--- src/shared/ext_bus_pkg.sv ---
// constants shared by the external memory bus interface and its helpers
// assumes one core clock domain at 25 MHz and an active-low asynchronous reset
package ext_bus_pkg;

  localparam int ADDR_WIDTH = 23;
  localparam int LOW_ADDR_WIDTH = 16;
  localparam int DATA_WIDTH = 16;
  localparam int WAIT_WIDTH = 3;
  localparam int REG_ADDR_WIDTH = 4;

  // space codes on the core request port
  localparam logic [1:0] SPACE_DATA = 2'h0;
  localparam logic [1:0] SPACE_PROGRAM = 2'h1;
  localparam logic [1:0] SPACE_IO = 2'h2;

  // register offsets
  localparam logic [REG_ADDR_WIDTH-1:0] MODE_STATUS_OFFSET = 4'h0;
  localparam logic [REG_ADDR_WIDTH-1:0] BANK_CONTROL_OFFSET = 4'h1;
  localparam logic [REG_ADDR_WIDTH-1:0] BUS_STATUS_OFFSET = 4'h2;

  // processor_mode_status fields
  localparam int MODE_ROM_REMOVED_BIT = 0;
  localparam int MODE_WAIT_LSB = 1;
  localparam logic [WAIT_WIDTH-1:0] WAIT_RESET = 3'h7;

  // bank_switch_control fields
  localparam int BANK_KEEPER_BIT = 0;
  localparam logic KEEPER_RESET = 1'b0;

  // bus status fields
  localparam int STATUS_HOLD_BIT = 0;
  localparam int STATUS_BUSY_BIT = 1;
  localparam int STATUS_STRAP_BIT = 2;

  // restart address and internal rom window
  localparam logic [ADDR_WIDTH-1:0] RESTART_ADDR = 23'h00ff80;
  localparam logic [LOW_ADDR_WIDTH-1:0] ROM_BASE = 16'hf000;

  // least software wait count that makes ready count
  localparam logic [WAIT_WIDTH-1:0] READY_MIN_WAITS = 3'h2;

  typedef enum logic [1:0] {st_boot, st_idle, st_access, st_hold} state_t;

endpackage

--- src/logic/external_memory_bus_interface.sv ---
// external memory and i/o bus interface: space selects, strobes, waits, hold
// assumes synchronous pin inputs; a pad ring resolves the output enables
//
// Summary of operation
// [RULE1] a space select goes low only while its space is accessed
// [RULE2] memory strobe low only for data or program accesses
// [RULE3] i/o strobe low only for i/o accesses
// [RULE4] read-not-write stays high except during writes
// [RULE5] low ready stretches the access; ready is rechecked every cycle
// [RULE6] ready counts only with two or more waits, after they end
// [RULE7] wait-complete goes low during the last software wait; the code strobes it only when two or more waits are set
// [RULE8] wait-complete looped to ready adds exactly one wait
// [RULE9] another master requests the bus with hold; lines then float
// [RULE10] hold acknowledge low only while in hold with lines floated
// [RULE11] hold acknowledge driven high during reset
// [RULE12] hold floats selects, strobes and direction
// [RULE13] float-all low floats every bus output
// [RULE14] instruction-fetch low when an instruction address is out
// [RULE15] after reset the first fetch comes from 0ff80h
// [RULE16] strap low maps internal rom high; high sends it external
// [RULE17] strap taken only at reset; software may override it
// [RULE18] low sixteen address lines always; upper seven for program only
// [RULE19] data bus floats unless writing, in reset or in hold
// [RULE20] bus keepers off after reset, software switches them
// [RULE21] at most one select, always with its strobe
// [RULE22] hold granted only between accesses
//
// Strobed register access and the address map are this design's own decisions.
`timescale 1ns/10ps
`default_nettype none
module external_memory_bus_interface (
  input  wire logic                              core_clk,
  input  wire logic                              rst_n,
  input  wire logic                              req_valid,
  output logic                                   req_ready,
  input  wire logic [1:0]                        req_space,
  input  wire logic                              req_write,
  input  wire logic                              req_fetch,
  input  wire logic [ext_bus_pkg::ADDR_WIDTH-1:0] req_addr,
  input  wire logic [ext_bus_pkg::DATA_WIDTH-1:0] req_wdata,
  output logic                                   rsp_valid,
  output logic                                   rsp_internal,
  output logic      [ext_bus_pkg::DATA_WIDTH-1:0] rsp_rdata,
  input  wire logic [ext_bus_pkg::REG_ADDR_WIDTH-1:0] reg_addr,
  input  wire logic [7:0]                        reg_wdata,
  input  wire logic                              reg_write,
  input  wire logic                              reg_read,
  output logic      [7:0]                        reg_rdata,
  output logic                                   data_space_select_n,
  output logic                                   program_space_select_n,
  output logic                                   io_space_select_n,
  output logic                                   memory_strobe_n,
  output logic                                   io_strobe_n,
  output logic                                   read_not_write,
  output logic      [ext_bus_pkg::ADDR_WIDTH-1:0] address,
  output logic                                   control_oe,
  output logic      [ext_bus_pkg::DATA_WIDTH-1:0] data_out,
  input  wire logic [ext_bus_pkg::DATA_WIDTH-1:0] data_in,
  output logic                                   data_oe,
  output logic                                   bus_keeper_enable,
  input  wire logic                              ready,
  input  wire logic                              hold_n,
  output logic                                   hold_acknowledge_n,
  output logic                                   wait_complete_n,
  output logic                                   instruction_fetch_n,
  output logic                                   misc_oe,
  input  wire logic                              float_all_n,
  input  wire logic                              rom_map_select
);
  import ext_bus_pkg::*;

  state_t                    state;
  state_t                    next_state;
  logic                      rom_removed;
  logic [WAIT_WIDTH-1:0]     sw_waits;
  logic [1:0]                acc_space;
  logic                      acc_write;
  logic                      acc_fetch;
  logic [ADDR_WIDTH-1:0]     acc_addr;
  logic [1:0]                launch_space;
  logic                      launch_write;
  logic                      launch_fetch;
  logic [ADDR_WIDTH-1:0]     launch_addr;
  logic [DATA_WIDTH-1:0]     launch_wdata;
  logic                      launch;
  logic                      launch_hit;
  logic                      load;
  logic [WAIT_WIDTH-1:0]     wait_count;
  logic [WAIT_WIDTH-1:0]     wait_total;
  logic                      ready_q;
  logic                      done;

  // internal rom claims the upper program window unless removed
  function automatic logic rom_hit(input logic [1:0] space, input logic [ADDR_WIDTH-1:0] addr,
                                   input logic removed);
    rom_hit = space == SPACE_PROGRAM && !removed && addr[LOW_ADDR_WIDTH-1:0] >= ROM_BASE;
  endfunction

  // [RULE15] restart fetch at boot
  always_comb begin
    if (state == st_boot) begin
      launch = 1'b1;
      launch_space = SPACE_PROGRAM;
      launch_write = 1'b0;
      launch_fetch = 1'b1;
      launch_addr = RESTART_ADDR;
      launch_wdata = '0;
      // [RULE16] strap decides rom mapping
      launch_hit = rom_hit(SPACE_PROGRAM, RESTART_ADDR, rom_map_select);
    end else begin
      launch = state == st_idle && req_valid && hold_n;
      launch_space = req_space;
      launch_write = req_write;
      launch_fetch = req_fetch && req_space == SPACE_PROGRAM;
      launch_addr = req_addr;
      launch_wdata = req_wdata;
      launch_hit = rom_hit(req_space, req_addr, rom_removed);
    end
  end

  assign req_ready = state == st_idle && hold_n;
  assign load = launch && !launch_hit;

  always_comb begin
    next_state = state;
    case (state)
      st_boot: begin
        next_state = launch_hit ? st_idle : st_access;
      end
      st_idle: begin
        // [RULE22] hold only between accesses
        if (!hold_n) begin
          next_state = st_hold;
        end else if (load) begin
          next_state = st_access;
        end
      end
      st_access: begin
        // [RULE5] stretch while not ready
        if (done) begin
          next_state = st_idle;
        end
      end
      st_hold: begin
        // [RULE9] release when hold drops
        if (hold_n) begin
          next_state = st_idle;
        end
      end
      default: begin
        next_state = st_idle;
      end
    endcase
  end

  always_ff @(posedge core_clk or negedge rst_n) begin
    if (!rst_n) begin
      state <= st_boot;
    end else begin
      state <= next_state;
    end
  end

  always_ff @(posedge core_clk or negedge rst_n) begin
    if (!rst_n) begin
      acc_space <= SPACE_DATA;
      acc_write <= 1'b0;
      acc_fetch <= 1'b0;
      acc_addr <= '0;
    end else if (load) begin
      acc_space <= launch_space;
      acc_write <= launch_write;
      acc_fetch <= launch_fetch;
      acc_addr <= launch_addr;
    end
  end

  wait_state_counter waits (
    .core_clk        (core_clk),
    .rst_n           (rst_n),
    .load            (load),
    .load_value      (sw_waits),
    .active          (state == st_access),
    .ready           (ready),
    .wait_count      (wait_count),
    .wait_total      (wait_total),
    .ready_q         (ready_q),
    .wait_complete_n (wait_complete_n),
    .done            (done)
  );

  function automatic logic [1:0] next_space();
    next_space = load ? launch_space : acc_space;
  endfunction

  // pins follow the next state, so they match state in each cycle
  always_ff @(posedge core_clk or negedge rst_n) begin
    if (!rst_n) begin
      data_space_select_n <= 1'b1;
      program_space_select_n <= 1'b1;
      io_space_select_n <= 1'b1;
      memory_strobe_n <= 1'b1;
      io_strobe_n <= 1'b1;
    end else begin
      // [RULE1] one select per access
      data_space_select_n <= !(next_state == st_access && next_space() == SPACE_DATA);
      program_space_select_n <= !(next_state == st_access && next_space() == SPACE_PROGRAM);
      io_space_select_n <= !(next_state == st_access && next_space() == SPACE_IO);
      // [RULE2] memory strobe for memory
      memory_strobe_n <= !(next_state == st_access && next_space() != SPACE_IO);
      // [RULE3] io strobe for io
      io_strobe_n <= !(next_state == st_access && next_space() == SPACE_IO);
    end
  end

  always_ff @(posedge core_clk or negedge rst_n) begin
    if (!rst_n) begin
      read_not_write <= 1'b1;
      instruction_fetch_n <= 1'b1;
    end else begin
      // [RULE4] low only for writes
      read_not_write <= !(next_state == st_access && (load ? launch_write : acc_write));
      // [RULE14] fetch marks instruction address
      instruction_fetch_n <= !(next_state == st_access && (load ? launch_fetch : acc_fetch));
    end
  end

  // [RULE18] upper lines for program only
  always_ff @(posedge core_clk or negedge rst_n) begin
    if (!rst_n) begin
      address <= '0;
      data_out <= '0;
    end else if (load) begin
      address <= {launch_space == SPACE_PROGRAM ? launch_addr[ADDR_WIDTH-1:LOW_ADDR_WIDTH] : 7'h00,
                  launch_addr[LOW_ADDR_WIDTH-1:0]};
      data_out <= launch_wdata;
    end
  end

  // [RULE11] high through reset
  always_ff @(posedge core_clk or negedge rst_n) begin
    if (!rst_n) begin
      hold_acknowledge_n <= 1'b1;
    end else begin
      // [RULE10] acknowledge only in hold
      hold_acknowledge_n <= next_state != st_hold;
    end
  end

  pin_float_gate gate (
    .float_all_n  (float_all_n),
    .rst_n        (rst_n),
    .hold_active  (state == st_hold),
    .data_driving (state == st_access && acc_write),
    .control_oe   (control_oe),
    .misc_oe      (misc_oe),
    .data_oe      (data_oe)
  );

  always_ff @(posedge core_clk or negedge rst_n) begin
    if (!rst_n) begin
      rsp_valid <= 1'b0;
      rsp_internal <= 1'b0;
      rsp_rdata <= '0;
    end else begin
      rsp_valid <= done || (launch && launch_hit);
      rsp_internal <= launch && launch_hit;
      if (done && !acc_write) begin
        rsp_rdata <= data_in;
      end
    end
  end

  // strap is caught at the first edge after release, never under reset
  always_ff @(posedge core_clk or negedge rst_n) begin
    if (!rst_n) begin
      rom_removed <= 1'b0;
    end else if (state == st_boot) begin
      // [RULE16] latch strap at reset
      rom_removed <= rom_map_select;
    end else if (reg_write && reg_addr == MODE_STATUS_OFFSET) begin
      // [RULE17] software override
      rom_removed <= reg_wdata[MODE_ROM_REMOVED_BIT];
    end
  end

  always_ff @(posedge core_clk or negedge rst_n) begin
    if (!rst_n) begin
      sw_waits <= WAIT_RESET;
    end else if (reg_write && reg_addr == MODE_STATUS_OFFSET) begin
      sw_waits <= reg_wdata[MODE_WAIT_LSB +: WAIT_WIDTH];
    end
  end

  // [RULE20] keepers off at reset
  always_ff @(posedge core_clk or negedge rst_n) begin
    if (!rst_n) begin
      bus_keeper_enable <= KEEPER_RESET;
    end else if (reg_write && reg_addr == BANK_CONTROL_OFFSET) begin
      bus_keeper_enable <= reg_wdata[BANK_KEEPER_BIT];
    end
  end

  // unmapped offsets read zero
  always_ff @(posedge core_clk or negedge rst_n) begin
    if (!rst_n) begin
      reg_rdata <= '0;
    end else if (reg_read) begin
      reg_rdata <= '0;
      case (reg_addr)
        MODE_STATUS_OFFSET: begin
          reg_rdata[MODE_ROM_REMOVED_BIT] <= rom_removed;
          reg_rdata[MODE_WAIT_LSB +: WAIT_WIDTH] <= sw_waits;
        end
        BANK_CONTROL_OFFSET: begin
          reg_rdata[BANK_KEEPER_BIT] <= bus_keeper_enable;
        end
        BUS_STATUS_OFFSET: begin
          reg_rdata[STATUS_HOLD_BIT] <= state == st_hold;
          reg_rdata[STATUS_BUSY_BIT] <= state == st_access;
          reg_rdata[STATUS_STRAP_BIT] <= rom_map_select;
        end
        default: begin
          reg_rdata <= '0;
        end
      endcase
    end else begin
      reg_rdata <= '0;
    end
  end

  one_select_a: assert property (@(posedge core_clk) disable iff (!rst_n) // [RULE21]
    !data_space_select_n |-> !memory_strobe_n && program_space_select_n && io_space_select_n)
    else $error("data select without its strobe or with another select");

  io_select_a: assert property (@(posedge core_clk) disable iff (!rst_n) // [RULE3]
    !io_space_select_n |-> !io_strobe_n && memory_strobe_n && program_space_select_n)
    else $error("io select without io strobe");

  write_dir_a: assert property (@(posedge core_clk) disable iff (!rst_n) // [RULE4]
    !read_not_write |-> state == st_access && acc_write && data_oe == float_all_n)
    else $error("write direction outside a write");

  ready_skip_a: assert property (@(posedge core_clk) disable iff (!rst_n) // [RULE6]
    (state == st_access && wait_total < READY_MIN_WAITS && wait_count == 3'h0) |=> state != st_access)
    else $error("short access waited on ready");

  msc_last_a: assert property (@(posedge core_clk) disable iff (!rst_n) // [RULE7]
    $fell(wait_complete_n) |-> state == st_access && wait_count == 3'h1 && wait_total >= READY_MIN_WAITS)
    else $error("wait complete outside the last wait");

  ready_stall_a: assert property (@(posedge core_clk) disable iff (!rst_n) // [RULE5]
    (state == st_access && wait_total >= READY_MIN_WAITS && wait_count == 3'h0 && !ready_q)
    |=> state == st_access && !memory_strobe_n || !io_strobe_n)
    else $error("access ended while not ready");

  hold_boundary_a: assert property (@(posedge core_clk) disable iff (!rst_n) // [RULE22]
    (state == st_hold && $past(state) != st_hold) |-> $past(state) == st_idle && !hold_acknowledge_n)
    else $error("hold entered mid access");

  hold_float_a: assert property (@(posedge core_clk) disable iff (!rst_n) // [RULE12]
    !hold_acknowledge_n |-> !control_oe && !data_oe && memory_strobe_n && io_strobe_n)
    else $error("lines driven in hold");

  float_all_a: assert property (@(posedge core_clk) disable iff (!rst_n) // [RULE13]
    !float_all_n |-> !control_oe && !misc_oe && !data_oe)
    else $error("pin driven while float-all low");

  fetch_program_a: assert property (@(posedge core_clk) disable iff (!rst_n) // [RULE14]
    !instruction_fetch_n |-> !program_space_select_n)
    else $error("instruction fetch outside program space");

  boot_fetch_a: assert property (@(posedge core_clk) disable iff (!rst_n) // [RULE15]
    (state == st_boot && !rom_map_select == 1'b0) |=> address == RESTART_ADDR && !program_space_select_n)
    else $error("first fetch not at restart address");

  keeper_off_a: assert property (@(posedge core_clk) // [RULE20]
    $rose(rst_n) |-> bus_keeper_enable == KEEPER_RESET)
    else $error("bus keepers not off after reset");

endmodule // external_memory_bus_interface
`default_nettype wire

--- src/logic/pin_float_gate.sv ---
// output enables for the bus pins from hold, float-all and reset
// assumes all inputs are synchronous levels
`timescale 1ns/10ps
`default_nettype none
module pin_float_gate (
  input  wire logic float_all_n,
  input  wire logic rst_n,
  input  wire logic hold_active,
  input  wire logic data_driving,
  output logic      control_oe,
  output logic      misc_oe,
  output logic      data_oe
);

  always_comb begin
    // [RULE12] hold floats control
    control_oe = float_all_n && !hold_active;
    // [RULE13] float-all floats everything
    misc_oe = float_all_n;
    // [RULE19] data floats unless writing
    data_oe = float_all_n && rst_n && !hold_active && data_driving;
  end

endmodule // pin_float_gate
`default_nettype wire

--- src/logic/wait_state_counter.sv ---
// software wait counter with ready sampling and wait-complete strobe
// assumes ready is synchronous to core_clk
`timescale 1ns/10ps
`default_nettype none
module wait_state_counter
  import ext_bus_pkg::*;
(
  input  wire logic                  core_clk,
  input  wire logic                  rst_n,
  input  wire logic                  load,
  input  wire logic [WAIT_WIDTH-1:0] load_value,
  input  wire logic                  active,
  input  wire logic                  ready,
  output logic      [WAIT_WIDTH-1:0] wait_count,
  output logic      [WAIT_WIDTH-1:0] wait_total,
  output logic                       ready_q,
  output logic                       wait_complete_n,
  output logic                       done
);

  always_ff @(posedge core_clk or negedge rst_n) begin
    if (!rst_n) begin
      wait_count <= '0;
    end else if (load) begin
      wait_count <= load_value;
    end else if (active && wait_count != '0) begin
      wait_count <= wait_count - 3'h1;
    end
  end

  always_ff @(posedge core_clk or negedge rst_n) begin
    if (!rst_n) begin
      wait_total <= '0;
    end else if (load) begin
      wait_total <= load_value;
    end
  end

  // one cycle of sampling lag gives the re-check after a low ready
  // [RULE8] looped wait-complete adds one
  always_ff @(posedge core_clk or negedge rst_n) begin
    if (!rst_n) begin
      ready_q <= 1'b1;
    end else begin
      ready_q <= ready;
    end
  end

  // [RULE7] low in last wait
  always_ff @(posedge core_clk or negedge rst_n) begin
    if (!rst_n) begin
      wait_complete_n <= 1'b1;
    end else begin
      wait_complete_n <= !(active && wait_total >= READY_MIN_WAITS && wait_count == 3'h2);
    end
  end

  // [RULE6] ready ignored below two
  always_comb begin
    if (wait_total < READY_MIN_WAITS) begin
      done = active && wait_count == '0;
    end else begin
      done = active && wait_count == '0 && ready_q;
    end
  end

endmodule // wait_state_counter
`default_nettype wire

--- config.mk ---
export PLATFORM = sky130hd
export DESIGN_NAME = external_memory_bus_interface
export DESIGN_NICKNAME = d
export VERILOG_FILES = /design/src/shared/ext_bus_pkg.sv /design/src/logic/external_memory_bus_interface.sv /design/src/logic/pin_float_gate.sv /design/src/logic/wait_state_counter.sv
export SDC_FILE = /design/constraint.sdc
export NUM_CORES = 1
export LEC_CHECK = 0
export BUFFER_PORTS_ARGS = -buffer_cell sky130_fd_sc_hd__buf_2
export CORE_MARGIN = 1
export CORE_UTILIZATION = 50
export CTS_CLUSTER_DIAMETER = 150
export DETAILED_ROUTE_END_ITERATION = 10
export PLACE_DENSITY = 0.87
export SLEW_MARGIN = 20
export SYNTH_ARGS = -nofsm -noshare
export SYNTH_HDL_FRONTEND = slang
export SYNTH_SLANG_ARGS = --single-unit
--- constraint.sdc ---
create_clock -name core_clk -period 3.07 [get_ports core_clk]
set_input_delay 0.307 -clock core_clk [delete_from_list [all_inputs] [get_ports core_clk]]
set_output_delay 0.307 -clock core_clk [all_outputs]
set_load 0.1 [all_outputs]
==> results.sh <==
export IMPL_status="finished, final reports clean"
export IMPL_syn_to_final_growth_pct=24.40
export IMPL_r2r_end="waits.wait_count[2]"
export IMPL_min_from="ready"
export IMPL_startpoint_type="flip-flop"
export IMPL_avgSynthCellArea_um2=11.45
export IMPL_final_min_clock_period_ns=2.315
export IMPL_path_cells="nand3_1 -> a21oi_1 -> buf_4 -> and2_4 -> mux2_2"
export IMPL_top_layer="met4"
export IMPL_drt_met1_wl_mm=3.534
export IMPL_routedWlPerCell_um=14.39
export IMPL_design_core_area_mm2=0.007370
export IMPL_die_x_um=90.23
export IMPL_regToRegStartpoint="state[0]"
export IMPL_holdPathStages=1
export IMPL_min_path_type="input pin to flip-flop"
export IMPL_critical_path_slowest_cell="and2_4"
export IMPL_netlist_area_mm2=0.003892
export IMPL_place_area_mm2=0.004643
export IMPL_initial_utilization_pct=52.82
export IMPL_design_die_area_mm2=0.008141
export IMPL_synth_ff_type="dfrtp_1"
export IMPL_tritoncts="done"
export IMPL_io_pins=159
export IMPL_clockRootBuffer="clkbuf_8"
export IMPL_grt_max_degree=49
export IMPL_drive_above_1_share_pct=43.79
export IMPL_dp_final_hpwl_mm=6.169
export IMPL_vias=3004
export IMPL_cts_buffers=9
export IMPL_path_clk_slew_ns=0.09
export IMPL_nNetsFinal=569
export IMPL_crit_path_end_kind="flip-flop"
export IMPL_grt_first_pass_wirelength_mm=14.32
export IMPL_io_buffers=150
export IMPL_cp_required_ns=3.31
export IMPL_final_util_pct=65.70
export IMPL_synth_enable_flop_cells=0
export IMPL_final_max_slew_viol_count=0
export IMPL_fin_area_mm2=0.004842
export IMPL_htree_levels=3
export IMPL_syn_inst=340
export IMPL_critPathKind="flip-flop to flip-flop"
export IMPL_fp_dieH_um=90.23
export IMPL_fin_skew_ns=0.009209
export IMPL_clk_latency_ns=0.36
export IMPL_hold_ws_ns=0.06483
export IMPL_reg2regPathDepth=5
export IMPL_final_antenna_net_count=0
export IMPL_first_pass_iters=4
export IMPL_path_buf_inv=1
export IMPL_slew_headroom_pct=54.13
export IMPL_met2_length_mm=4.350
export IMPL_fin_setup_tns_ns=0
export IMPL_viasPerCell=5.092
export IMPL_finalWirelength_mm=8.493
export IMPL_drtIter0Drc=143
export IMPL_critical_path_max_fanout=48
export IMPL_r2r_setup_slack_ns=0.76
export IMPL_setup_violations=0
export IMPL_diodes=0
export IMPL_grt_pass1_vias=2955
export IMPL_grt_setup_unrepaired="no"
export IMPL_cts_setup_buffers=0
export IMPL_synth_cell_types=58
export IMPL_met3_length_um=440
export IMPL_placementRows=31
export IMPL_drv_cap=0
export IMPL_crit_family="simple AND/OR/NAND/NOR gates"
export IMPL_cpPeakStageDelay_ns=0.63
export IMPL_yosysSeqAreaShare_pct=55.67
export IMPL_antenna_found_initial=0
export IMPL_min_to="waits.ready_q"
export IMPL_place_congestion=0.8016
export IMPL_ys_warnings_count=0
export IMPL_clock_path_buffers=2
export IMPL_nFillCells=628
export IMPL_overflow=0
export IMPL_synth_seq_cells=86
export IMPL_hold_viol_final=0
export IMPL_ys_async_sr_fraction_pct=100.0
export IMPL_fmax_mhz=432.0
export IMPL_tightest_slew_ns=0.6881
export IMPL_drc=0
export IMPL_final_period_utilization_pct=75.40
export IMPL_grt_total_usage_pct=22.06
export IMPL_cts_sinks=86
export IMPL_cp_arrival_ns=2.56
-- sequential cells by signal (all words and copies together) (netlist names), 2 cells and up --
name and flops:
sw_waits 3, state 2, acc_space 2, rsp_rdata 16, reg_rdata 4, waits.wait_total 2
data_out 16, address 23, waits.wait_count 3
-- placed cells by master (no fill, tap or decap), types with 2 or more instances in the layout --
cell type / n
inv_8: 3
nand2_1: 26
nand3_1: 5
buf_2: 149
o21ai_0: 17
a22oi_1: 2
nand2b_1: 4
clkbuf_8: 9
nor2_1: 15
nor3_1: 2
ha_1: 3
nand4_1: 8
o21a_1: 2
dfrtp_1: 74
clkinvlp_4: 3
a21oi_1: 5
or2_2: 2
mux2_1: 2
mux2_2: 20
dfstp_2: 12
inv_1: 44
nand3b_1: 4
buf_4: 4
conb_1: 4
a211oi_1: 2
mux2i_1: 34
nand4b_1: 2
nand4_4: 2
-- how the worst max path moves through the flow --
| stage | startpoint | endpoint | depth (start not counted) |
|---|---|---|---|
| detailed placement | state[0] | waits.wait_count[2] | 5 |
| floorplan | state[1] | control_oe | 2 |
| finish | state[0] | waits.wait_count[2] | 5 |
| global route | state[0] | waits.wait_count[2] | 5 |
| CTS | rst_n | data_oe | 5 |
| global placement | state[0] | waits.wait_count[2] | 5 |
-- logic make-up (layout without fill, tap and decap cells) --
logic type / Yosys count / in the layout / share of synthesized area (%)
adder cells (fa/ha/maj): 3 / 3 / 0.9644
AND/OR/NAND/NOR: 87 / 87 / 12.99
flip-flops: 86 / 86 / 55.67
other: 1 / 4 / 0.09634
buffers and inverters: 67 / 215 / 8.453
XOR/XNOR: 1 / 1 / 0.2250
AO/OA/AOI/OAI: 39 / 39 / 6.493
multiplexers: 56 / 56 / 15.11
-- worst reg2reg max path, stage by stage (launching register included) --
cell and delay, ns:
dfrtp_1 0.61, nand3_1 0.13, a21oi_1 0.17, buf_4 0.26, and2_4 0.63, mux2_2 0.41
-- per-stage QoR --
stage               std cells  setup slack, ns
global route              590           0.5729
CTS                       590           0.7212
global placement          573           0.7830
floorplan                 343          0.04448
detailed placement        573           0.7637
finish                    590           0.7552
-- synthesized netlist by cell type (3+ instances only) --
cell type	count	area, um^2
buf_2	3	15.01
buf_4	9	67.56
dfstp_2	12	315.3
inv_1	44	165.2
ha_1	3	37.54
nand2_1	26	97.59
dfrtp_1	74	1852
nand3_1	5	25.02
o21ai_0	17	85.08
nand4_1	8	50.05
buf_6	4	45.04
nor2_1	15	56.30
mux2_2	20	225.2
nand3b_1	4	30.03
mux2i_1	34	340.3
a21oi_1	5	25.02
nand2b_1	4	25.02
clkbuf_1	5	18.77
-- repair_timing --
item / CTS / global route
endpoints found under the hold margin: 37 / 0
hold buffers: 1 / 0
setup endpoints to repair: 0 / 0
gates resized for setup: 0 / 0
-- per-layer routing --
| layer | GRT usage [%] | vias up |
|---|---|---|
| li1 | - | 1420 |
| met1 | 27.66 | 1451 |
| met4 | 8.333 | 0 |
| met2 | 38.17 | 117 |
| met5 | 0 | - |
| met3 | 3.807 | 16 |
-- cell type report --
type	instances	area, um^2	area share [%]
Sequential cell	86	2167	44.75
Multi-Input combinational cell	190	1408	29.07
Timing Repair Buffer	154	785.8	16.23
Inverter	45	168.9	3.488
Clock buffer	9	123.9	2.558
Tap cell	99	123.9	2.558
Clock inverter	7	65.06	1.344
Power is left out: the tool's default activity adds up to more than one toggle a clock period on the data nets, which glitch-free logic cannot reach.
